===== src/pkg/gain_trim_pkg.sv =====
// Package for the three-channel voltage-sense gain-trim block.
// Assumes an AXI4-Lite register slave with 32-bit data, one word per register.
package gain_trim_pkg;

    // Printed offsets are not all multiples of four: they are indexes, byte address = 4 * index
    localparam logic [7:0]  idx_value_one      = 8'h15;
    localparam logic [7:0]  idx_value_two      = 8'h16;
    localparam logic [7:0]  idx_value_three    = 8'h17;
    localparam logic [7:0]  idx_trim_one       = 8'h38;
    localparam logic [7:0]  idx_trim_two       = 8'h39;
    localparam logic [7:0]  idx_trim_three     = 8'h3a;

    localparam int          adc_width          = 12;
    localparam int          num_channels       = 3;
    localparam int          polarity_bit       = 7;
    localparam int          trim_shift         = 10;
    localparam logic [7:0]  trim_reset         = 8'h00;
    localparam logic [1:0]  resp_okay          = 2'h0;
    localparam logic [1:0]  resp_slverr        = 2'h2;

    typedef struct packed {
        logic        polarity;
        logic [6:0]  magnitude;
    } trim_t;

    typedef struct packed {
        logic        valid;
        logic [11:0] reading;
    } sample_t;

endpackage : gain_trim_pkg


===== src/core/voltage_sense_gain_trim.sv =====
// Gain-trim stage for three voltage-sense ADC channels with AXI4-Lite registers.
// Assumes ADC samples arrive on aclk with a valid strobe; no clock crossing needed.
//
// The AXI4-Lite register port is this design's own decision.
`timescale 1ns/1ps
`default_nettype none

module voltage_sense_gain_trim (
    input  wire logic                      aclk,
    input  wire logic                      aresetn,
    input  wire gain_trim_pkg::sample_t    sense_channel_one,
    input  wire gain_trim_pkg::sample_t    sense_channel_two,
    input  wire gain_trim_pkg::sample_t    sense_channel_three,
    input  wire logic [9:0]                s_axi_awaddr,
    input  wire logic                      s_axi_awvalid,
    output logic                           s_axi_awready,
    input  wire logic [31:0]               s_axi_wdata,
    input  wire logic [3:0]                s_axi_wstrb,
    input  wire logic                      s_axi_wvalid,
    output logic                           s_axi_wready,
    output logic [1:0]                     s_axi_bresp,
    output logic                           s_axi_bvalid,
    input  wire logic                      s_axi_bready,
    input  wire logic [9:0]                s_axi_araddr,
    input  wire logic                      s_axi_arvalid,
    output logic                           s_axi_arready,
    output logic [31:0]                    s_axi_rdata,
    output logic [1:0]                     s_axi_rresp,
    output logic                           s_axi_rvalid,
    input  wire logic                      s_axi_rready,
    output logic [11:0]                    trimmed_one,
    output logic [11:0]                    trimmed_two,
    output logic [11:0]                    trimmed_three
);

    // Gain is 1 +/- magnitude/1024; result saturates to the 12-bit range.
    function automatic logic [11:0] apply_trim(input logic [11:0] raw,
                                               input gain_trim_pkg::trim_t t);
        logic [19:0] delta;
        logic [13:0] sum;
        delta = 20'(raw) * 20'(t.magnitude);
        sum   = 14'(raw);
        if (t.magnitude == 7'h00) begin
            sum = 14'(raw);
        end else if (t.polarity) begin
            sum = 14'(raw) - 14'(delta >> gain_trim_pkg::trim_shift);
        end else begin
            sum = 14'(raw) + 14'(delta >> gain_trim_pkg::trim_shift);
        end
        if (sum[13]) begin
            apply_trim = 12'h000;
        end else if (sum[12]) begin
            apply_trim = 12'hfff;
        end else begin
            apply_trim = sum[11:0];
        end
    endfunction : apply_trim

    function automatic logic [7:0] word_index(input logic [9:0] addr);
        word_index = addr[9:2];
    endfunction : word_index

    gain_trim_pkg::trim_t trim_one_ff, trim_two_ff, trim_three_ff;
    gain_trim_pkg::trim_t nxt_trim_one, nxt_trim_two, nxt_trim_three;
    logic [11:0]  nxt_trimmed_one, nxt_trimmed_two, nxt_trimmed_three;

    logic         aw_held_ff, w_held_ff, nxt_aw_held, nxt_w_held;
    logic [9:0]   aw_addr_ff, nxt_aw_addr;
    logic [31:0]  w_data_ff, nxt_w_data;
    logic         w_strb0_ff, nxt_w_strb0;
    logic         nxt_bvalid, nxt_rvalid;
    logic [1:0]   nxt_bresp, nxt_rresp;
    logic [31:0]  nxt_rdata;
    logic         nxt_awready, nxt_wready, nxt_arready;

    // Trimmed values: each channel updates on its own sample strobe
    always_comb begin
        nxt_trimmed_one   = trimmed_one;
        nxt_trimmed_two   = trimmed_two;
        nxt_trimmed_three = trimmed_three;
        if (sense_channel_one.valid) begin
            nxt_trimmed_one = apply_trim(sense_channel_one.reading, trim_one_ff);
        end
        if (sense_channel_two.valid) begin
            nxt_trimmed_two = apply_trim(sense_channel_two.reading, trim_two_ff);
        end
        if (sense_channel_three.valid) begin
            nxt_trimmed_three = apply_trim(sense_channel_three.reading, trim_three_ff);
        end
    end

    always_ff @(posedge aclk) begin
        if (!aresetn) begin
            trimmed_one   <= 12'h000;
            trimmed_two   <= 12'h000;
            trimmed_three <= 12'h000;
        end else begin
            trimmed_one   <= nxt_trimmed_one;
            trimmed_two   <= nxt_trimmed_two;
            trimmed_three <= nxt_trimmed_three;
        end
    end

    // Write path: address and data captured in either order, answered once both held
    always_comb begin
        logic         aw_take;
        logic         w_take;
        logic         do_write;
        logic         mapped;
        aw_take        = s_axi_awvalid && s_axi_awready;
        w_take         = s_axi_wvalid && s_axi_wready;
        mapped         = 1'b0;
        do_write       = aw_held_ff && w_held_ff && !s_axi_bvalid;
        nxt_aw_held    = aw_held_ff || aw_take;
        nxt_w_held     = w_held_ff || w_take;
        nxt_aw_addr    = aw_take ? s_axi_awaddr : aw_addr_ff;
        nxt_w_data     = w_take ? s_axi_wdata : w_data_ff;
        nxt_w_strb0    = w_take ? s_axi_wstrb[0] : w_strb0_ff;
        nxt_trim_one   = trim_one_ff;
        nxt_trim_two   = trim_two_ff;
        nxt_trim_three = trim_three_ff;
        nxt_bvalid     = s_axi_bvalid && !s_axi_bready;
        nxt_bresp      = s_axi_bresp;
        if (do_write) begin
            nxt_aw_held = 1'b0;
            nxt_w_held  = 1'b0;
            nxt_bvalid  = 1'b1;
            case (word_index(aw_addr_ff))
                gain_trim_pkg::idx_trim_one: begin
                    mapped = 1'b1;
                    if (w_strb0_ff) nxt_trim_one = w_data_ff[7:0];
                end
                gain_trim_pkg::idx_trim_two: begin
                    mapped = 1'b1;
                    if (w_strb0_ff) nxt_trim_two = w_data_ff[7:0];
                end
                gain_trim_pkg::idx_trim_three: begin
                    mapped = 1'b1;
                    if (w_strb0_ff) nxt_trim_three = w_data_ff[7:0];
                end
                gain_trim_pkg::idx_value_one,
                gain_trim_pkg::idx_value_two,
                gain_trim_pkg::idx_value_three: begin
                    mapped = 1'b1; // Read-only values: write ignored, OKAY
                end
                default: begin
                    mapped = 1'b0;
                end
            endcase
            nxt_bresp = mapped ? gain_trim_pkg::resp_okay : gain_trim_pkg::resp_slverr;
        end
        nxt_awready = !nxt_aw_held && !nxt_bvalid;
        nxt_wready  = !nxt_w_held && !nxt_bvalid;
    end

    // Read path: one read at a time, answer registered one cycle after acceptance
    always_comb begin
        nxt_rvalid  = s_axi_rvalid && !s_axi_rready;
        nxt_rdata   = s_axi_rdata;
        nxt_rresp   = s_axi_rresp;
        if (s_axi_arvalid && s_axi_arready) begin
            nxt_rvalid = 1'b1;
            nxt_rresp  = gain_trim_pkg::resp_okay;
            case (word_index(s_axi_araddr))
                gain_trim_pkg::idx_value_one:   nxt_rdata = {20'h00000, trimmed_one};
                gain_trim_pkg::idx_value_two:   nxt_rdata = {20'h00000, trimmed_two};
                gain_trim_pkg::idx_value_three: nxt_rdata = {20'h00000, trimmed_three};
                gain_trim_pkg::idx_trim_one:    nxt_rdata = {24'h000000, trim_one_ff};
                gain_trim_pkg::idx_trim_two:    nxt_rdata = {24'h000000, trim_two_ff};
                gain_trim_pkg::idx_trim_three:  nxt_rdata = {24'h000000, trim_three_ff};
                default: begin
                    nxt_rdata = 32'h00000000;
                    nxt_rresp = gain_trim_pkg::resp_slverr;
                end
            endcase
        end
        nxt_arready = !nxt_rvalid;
    end

    always_ff @(posedge aclk) begin
        if (!aresetn) begin
            trim_one_ff   <= gain_trim_pkg::trim_reset;
            trim_two_ff   <= gain_trim_pkg::trim_reset;
            trim_three_ff <= gain_trim_pkg::trim_reset;
            aw_held_ff    <= 1'b0;
            w_held_ff     <= 1'b0;
            aw_addr_ff    <= 10'h000;
            w_data_ff     <= 32'h00000000;
            w_strb0_ff    <= 1'b0;
            s_axi_awready <= 1'b0;
            s_axi_wready  <= 1'b0;
            s_axi_bvalid  <= 1'b0;
            s_axi_bresp   <= 2'h0;
            s_axi_arready <= 1'b0;
            s_axi_rvalid  <= 1'b0;
            s_axi_rdata   <= 32'h00000000;
            s_axi_rresp   <= 2'h0;
        end else begin
            trim_one_ff   <= nxt_trim_one;
            trim_two_ff   <= nxt_trim_two;
            trim_three_ff <= nxt_trim_three;
            aw_held_ff    <= nxt_aw_held;
            w_held_ff     <= nxt_w_held;
            aw_addr_ff    <= nxt_aw_addr;
            w_data_ff     <= nxt_w_data;
            w_strb0_ff    <= nxt_w_strb0;
            s_axi_awready <= nxt_awready;
            s_axi_wready  <= nxt_wready;
            s_axi_bvalid  <= nxt_bvalid;
            s_axi_bresp   <= nxt_bresp;
            s_axi_arready <= nxt_arready;
            s_axi_rvalid  <= nxt_rvalid;
            s_axi_rdata   <= nxt_rdata;
            s_axi_rresp   <= nxt_rresp;
        end
    end

endmodule : voltage_sense_gain_trim

`default_nettype wire


===== config.mk =====
export PLATFORM = sky130hd
export DESIGN_NAME = voltage_sense_gain_trim
export DESIGN_NICKNAME = d
export VERILOG_FILES = /design/src/pkg/gain_trim_pkg.sv /design/src/core/voltage_sense_gain_trim.sv
export SDC_FILE = /design/constraint.sdc
export NUM_CORES = 1
export LEC_CHECK = 0
export BUFFER_PORTS_ARGS = -buffer_cell sky130_fd_sc_hd__buf_2
export CAP_MARGIN = 20
export CORE_MARGIN = 2
export CORE_UTILIZATION = 40
export CTS_CLUSTER_SIZE = 25
export DETAILED_ROUTE_END_ITERATION = 10
export HOLD_SLACK_MARGIN = 0.02
export SYNTH_ARGS = -nofsm -noshare
export SYNTH_HDL_FRONTEND = slang
export SYNTH_SLANG_ARGS = --single-unit
export TNS_END_PERCENT = 5

===== constraint.sdc =====
create_clock -name aclk -period 7.2 [get_ports aclk]
set_clock_uncertainty 0.05 [all_clocks]
set_input_delay 1.8 -clock aclk [delete_from_list [all_inputs] [get_ports aclk]]
set_output_delay 1.8 -clock aclk [all_outputs]
set_load 0.02 [all_outputs]

; ---- Yosys cells after proc, flatten, opt, wreduce, memory -nomap -nowiden
; Cells that the tools add are included.
[op_classes]
n_addsub = 6
mul = 3
eq_ne = 12
n_mux = 24
n_reduce_logical = 26
[op_table]
columns = cell, n
row1 = $mux 14, 9
row2 = $mux 12, 6
row3 = $pmux 12 s6, 1
row4 = $mul 12x7->19, 3
row5 = $eq 8x5->1 const B, 6
row6 = $eq 8x6->1 const B, 6
row7 = $add 12x9->13, 3
row8 = $sub 12x9->13, 3
row9 = $logic_not 7->1, 3
row10 = $reduce_or 6->1, 2
row11 = $logic_and 1x1->1, 9
row12 = $reduce_and 3->1, 3
row13 = $logic_not 1->1, 7
row14 = $mux 1, 6
row15 = $mux 2, 2
row16 = $logic_or 1x1->1, 2
[totals]
ff_bits = 122
in_bits = 102
out_inout_bits = 77

; ---- Longest topological paths before layout
[depth]
word_depth = 7
depth_mapped = 28

; ---- Worst setup path after synthesis
; OpenSTA, ideal clock, no wires.
[synth_path]
path_kind = input port to flip-flop
from = input sense_channel_two[10] (netlist bit)
to = register trimmed_two[5]
setup_time_ns = 0.120
arrival_time_ns = 7.441
required_ns = 7.030
path_slack_ns = -0.411
path_stages = 26
n_path_buf = 2
path_cell_list = clkbuf_1 > nand2_1 > fa_1 > fa_1 > inv_1 > fa_1 > inv_1 > fa_1 > inv_1 > ha_1 > a21o_1 > nor4_1 > o2bb2ai_1 > a211oi_1 > nor2_1 > o21ba_2 > xnor2_1 > ha_1 > inv_2 > a2111oi_4 > o31a_2 > o31ai_2 > or4_1 > nand3_2 > buf_12 > o31ai_2
[synth_between]
elab_chain_cells = 7
[synth_lines]
columns = element, line
row1 = from (decl), voltage_sense_gain_trim.sv:12  ; input wire gain_trim_pkg::sample_t sense_channel_two,
row2 = $mul 12x7->19, voltage_sense_gain_trim.sv:41  ; delta = 20'(raw) * 20'(t.magnitude);
row3 = $add 12x9->13 / $sub 12x9->13 (equally long branches), "voltage_sense_gain_trim.sv:48, voltage_sense_gain_trim.sv:46"
row4 = $mux 14 (*), voltage_sense_gain_trim.sv:45  ; end else if (t.polarity) begin
row5 = $mux 14 (*), voltage_sense_gain_trim.sv:43  ; if (t.magnitude == 7'h00) begin
row6 = $mux 14 (*), voltage_sense_gain_trim.sv:84  ; if (sense_channel_two.valid) begin
row7 = $mux 12, voltage_sense_gain_trim.sv:52  ; end else if (sum[12]) begin
row8 = $mux 12 (*), voltage_sense_gain_trim.sv:50  ; if (sum[13]) begin
row9 = to (signal assigned), voltage_sense_gain_trim.sv:99  ; trimmed_two <= nxt_trimmed_two;
row10 = to (decl), voltage_sense_gain_trim.sv:32  ; output logic [11:0] trimmed_two,
; Every way passes the cells marked *; elsewhere a longest branch is shown, timed or not. The select of a mux whose other input is x is not followed.
; A chain may end at the register's enable or synchronous reset.

; ---- Worst setup path in the final report
[layout_path]
from = input sense_channel_one[5] (netlist bit)
to = register trimmed_one[9]
[layout_between]
elab_chain_cells = 7
[layout_lines]
columns = element, line
row1 = from (decl), voltage_sense_gain_trim.sv:11  ; input wire gain_trim_pkg::sample_t sense_channel_one,
row2 = $mul 12x7->19, voltage_sense_gain_trim.sv:41
row3 = $add 12x9->13 / $sub 12x9->13 (equally long branches), "voltage_sense_gain_trim.sv:48, voltage_sense_gain_trim.sv:46"
row4 = $mux 14 (*), voltage_sense_gain_trim.sv:45
row5 = $mux 14 (*), voltage_sense_gain_trim.sv:43
row6 = $mux 14 (*), voltage_sense_gain_trim.sv:81  ; if (sense_channel_one.valid) begin
row7 = $mux 12, voltage_sense_gain_trim.sv:52
row8 = $mux 12 (*), voltage_sense_gain_trim.sv:50
row9 = to (signal assigned), voltage_sense_gain_trim.sv:98  ; trimmed_one <= nxt_trimmed_one;
row10 = to (decl), voltage_sense_gain_trim.sv:31  ; output logic [11:0] trimmed_one,
; Marked as above.

==> metrics <==
slew margin rel. 36.0%; P_leak 9.18 nW; root buffer cell clkbuf_16; Die Wd 197 um; commonest non-fill, non-tap cells in the layout buf_4 (235), inv_1 (225), and2_1 (180); Pwr Density 77.1 nW/um2; final setup fails 36; Setup crit start kind input pin; Iteration-0 DRC Markers 758; grt met2 use 39.9%; worst setup margin -0.224 ns; IO Port Bufs 125; Cells after Synth 1,807; post-DP HPWL 36.6 mm; CORE AREA 36,700 um2; RSZ-0062 raised after global routing yes; status finished, violations left; CP max FO 4; WL/cell 17.0 um; Post-synth top flop dfxtp_1; syn_area_per_cell 8.26 um2; Post-synth EDFFs 0; Max Transition Viols Final 0; worst ir drop on vdd 0.0987 mV; Skew-Pair Late Insertion Delay 0.36 ns; vias in the first global route 13.7k; most common library cell in the layout ignoring fill and taps buf_4; CTS tree yes; fraction of layout cells with a size suffix above 1 23.5%; worst min-delay path class register to register; ys async rst share 0%; largest net degree at the start of global routing 59; Worst-Margin Slew 0.959 ns; DRT Pass-1 Iters 5; max-cap violations 0; met1 usage in global routing 28.9%; Ys Warns 0; depth of the CTS H-tree 3; critical path arrival 7.59 ns; # IOs 179; DR DRC count 0; endpoints failing hold 0; DRT Wirelength 43.9 mm; failing checks setup timing; met3 Use GR 2.27%; Worst-path clk slew 0.08 ns; Crit Path Class input pin to register; number of synthesized register bits 98; hold slack 0.408 ns; Vias/cell 5.25; total power 1.41 mW; Layout Nets 2,513; initial core utilization 40.7%; Tmin final 7.42 ns; clock buffer depth 2; total CTS buffers 9; post-synthesis sequential area ratio 13.1%; total grt overflow 0; Tot GR Track Use 22.9%; die area 38,900 um2; synthesized cell area 14,900 um2; ANT nets after route 0; endpoint class of the critical path register; die height 197 um; first-pass GRT wire length 71.0 mm; fin crit share 103%; Clock Sinks 98; Worst Path Required 7.36 ns; fmax 135 MHz; # rows 70; area delta synth->final 22.3%; gpl congestion 0.892; Yosys cell types 89; via count 13.5k; initial antenna violation count 2; busiest layer in global routing met2; CTS Hold Buffers Added 0
cells in the mapped netlist, drive strengths merged, types with 4 or more instances:
master  number  area share [%]
fa         150              20
nor4        11            0.50
buf         39             1.8
or3          5            0.24
dfxtp       98              13
and3         8            0.34
nand3       20            0.70
o31a         4            0.24
o211a        5            0.34
o21ba        5            0.34
or4          5            0.25
a21o        17            0.86
o21ai       62             2.3
nand2      178             4.5
mux2         8            0.60
xnor2       30             1.8
a211oi      17             1.0
a211o        4            0.23
o21a         9            0.45
o22ai        4            0.17
and2       185             7.8
or2          6            0.25
o211ai       9            0.49
ha         159              13
a21boi       6            0.30
o221ai      13            0.76
nor3        32             1.1
clkbuf      64             1.6
inv        230             5.8
nor2        97             2.5
a31oi       14            0.59
nor2b       20            0.84
a221oi       7            0.41
nand4        7            0.29
o31ai       13            0.72
a22o         9            0.53
a22oi       11            0.55
nand2b      19            0.80
xor2        20             1.2
mux2i       43             2.9
o21bai       6            0.30
a311oi       6            0.35
a21oi      106             3.6
power breakdown:
part           internal (mW)  leakage, nW  switching, mW  total (mW)
registers              0.564        0.801         0.0289       0.593
clock network          0.244        0.142          0.241       0.485
logic                  0.133         8.24          0.196       0.329
state kept, by name, summed over array words and instances (netlist names), 8 cells and up:
name           flops
s_axi_rdata       12
trimmed_one       12
trimmed_three     12
trimmed_two       12
aw_addr_ff         8
trim_one_ff        8
trim_three_ff      8
trim_two_ff        8
w_data_ff          8
metal layers:
| metal | part of all wire (%) | vias to the layer above |
|---|---|---|
| met5 | 0.036 | - |
| met4 | 4.1 | 2 |
| met3 | 3.5 | 84 |
| met2 | 49 | 292 |
| met1 | 44 | 6556 |
| li1 | - | 6583 |
worst max-delay path, stage by stage:
cell and delay, ns:
buf_2 0.10, and2_4 0.16, fa_1 0.53, inv_1 0.06, fa_1 0.53, inv_1 0.05, fa_1 0.46, fa_1 0.54
ha_4 0.21, a211oi_2 0.17, nand2_1 0.08, o221ai_2 0.21, a31oi_4 0.15, o41a_1 0.40, a21oi_2 0.18, o2bb2ai_1 0.09
ha_1 0.33, or4_4 0.54, a31oi_4 0.18, o41a_1 0.22, o21a_1 0.18, nor4_1 0.07, o31ai_2 0.24, a21oi_1 0.09
cell families after synthesis:
kind of cell,after synthesis,share of synthesized area (%)
fa+ha+maj,309,33.5
compound gates,358,17.0
xor+xnor,50,2.93
mux,51,3.49
other cells,1,0.0251
flops,98,13.1
simple gates,606,20.7
buf+inv,334,9.25
metrics by stage:
step	util, %	TNS [ns]	area (um2)	std cells	setup WS (ns)
detailed placement	47.7	-21.46	17500	2548	-0.685
global placement	47.7	-19.62	17500	2548	-0.713
CTS	48.9	-5.44	18000	2566	-0.253
finish	49.7	-3.36	18300	2577	-0.224
floorplan	-	-3.75	15000	1828	-0.186
global route	49.7	-12.83	18200	2575	-0.456
timing repair:
item / 4_1_cts / 5_1_grt
resized for setup: 29 / 47
setup buffers: 2 / 9
endpoints found under the setup margin: 36 / 36
pin swaps: 17 / 23
gates cloned: 0 / 0
final timing paths:
check	from	end	slack (ns)	cells after the start
worst max-delay path	sense_channel_one[5]	trimmed_one[9]	-0.22	24
worst min-delay path	aw_addr_ff[8]	aw_addr_ff[8]	0.41	2
worst max register to register	trim_one_ff[4]	trimmed_one[9]	0.74	22
worst min register to register	aw_addr_ff[8]	aw_addr_ff[8]	0.41	2
layout make-up:
cell class              count  area, um2
flip-flops and latches     98       1960
well taps                 468        586
fillers                  3584      18400
inverters                 231        867
multi-input cells        1396      12100
clock buffers               9        225
diodes                      2       5.00
clock inverters             7       70.1
repair buffers            366       2480
No activity file was read; power rests on OpenSTA's default activity.
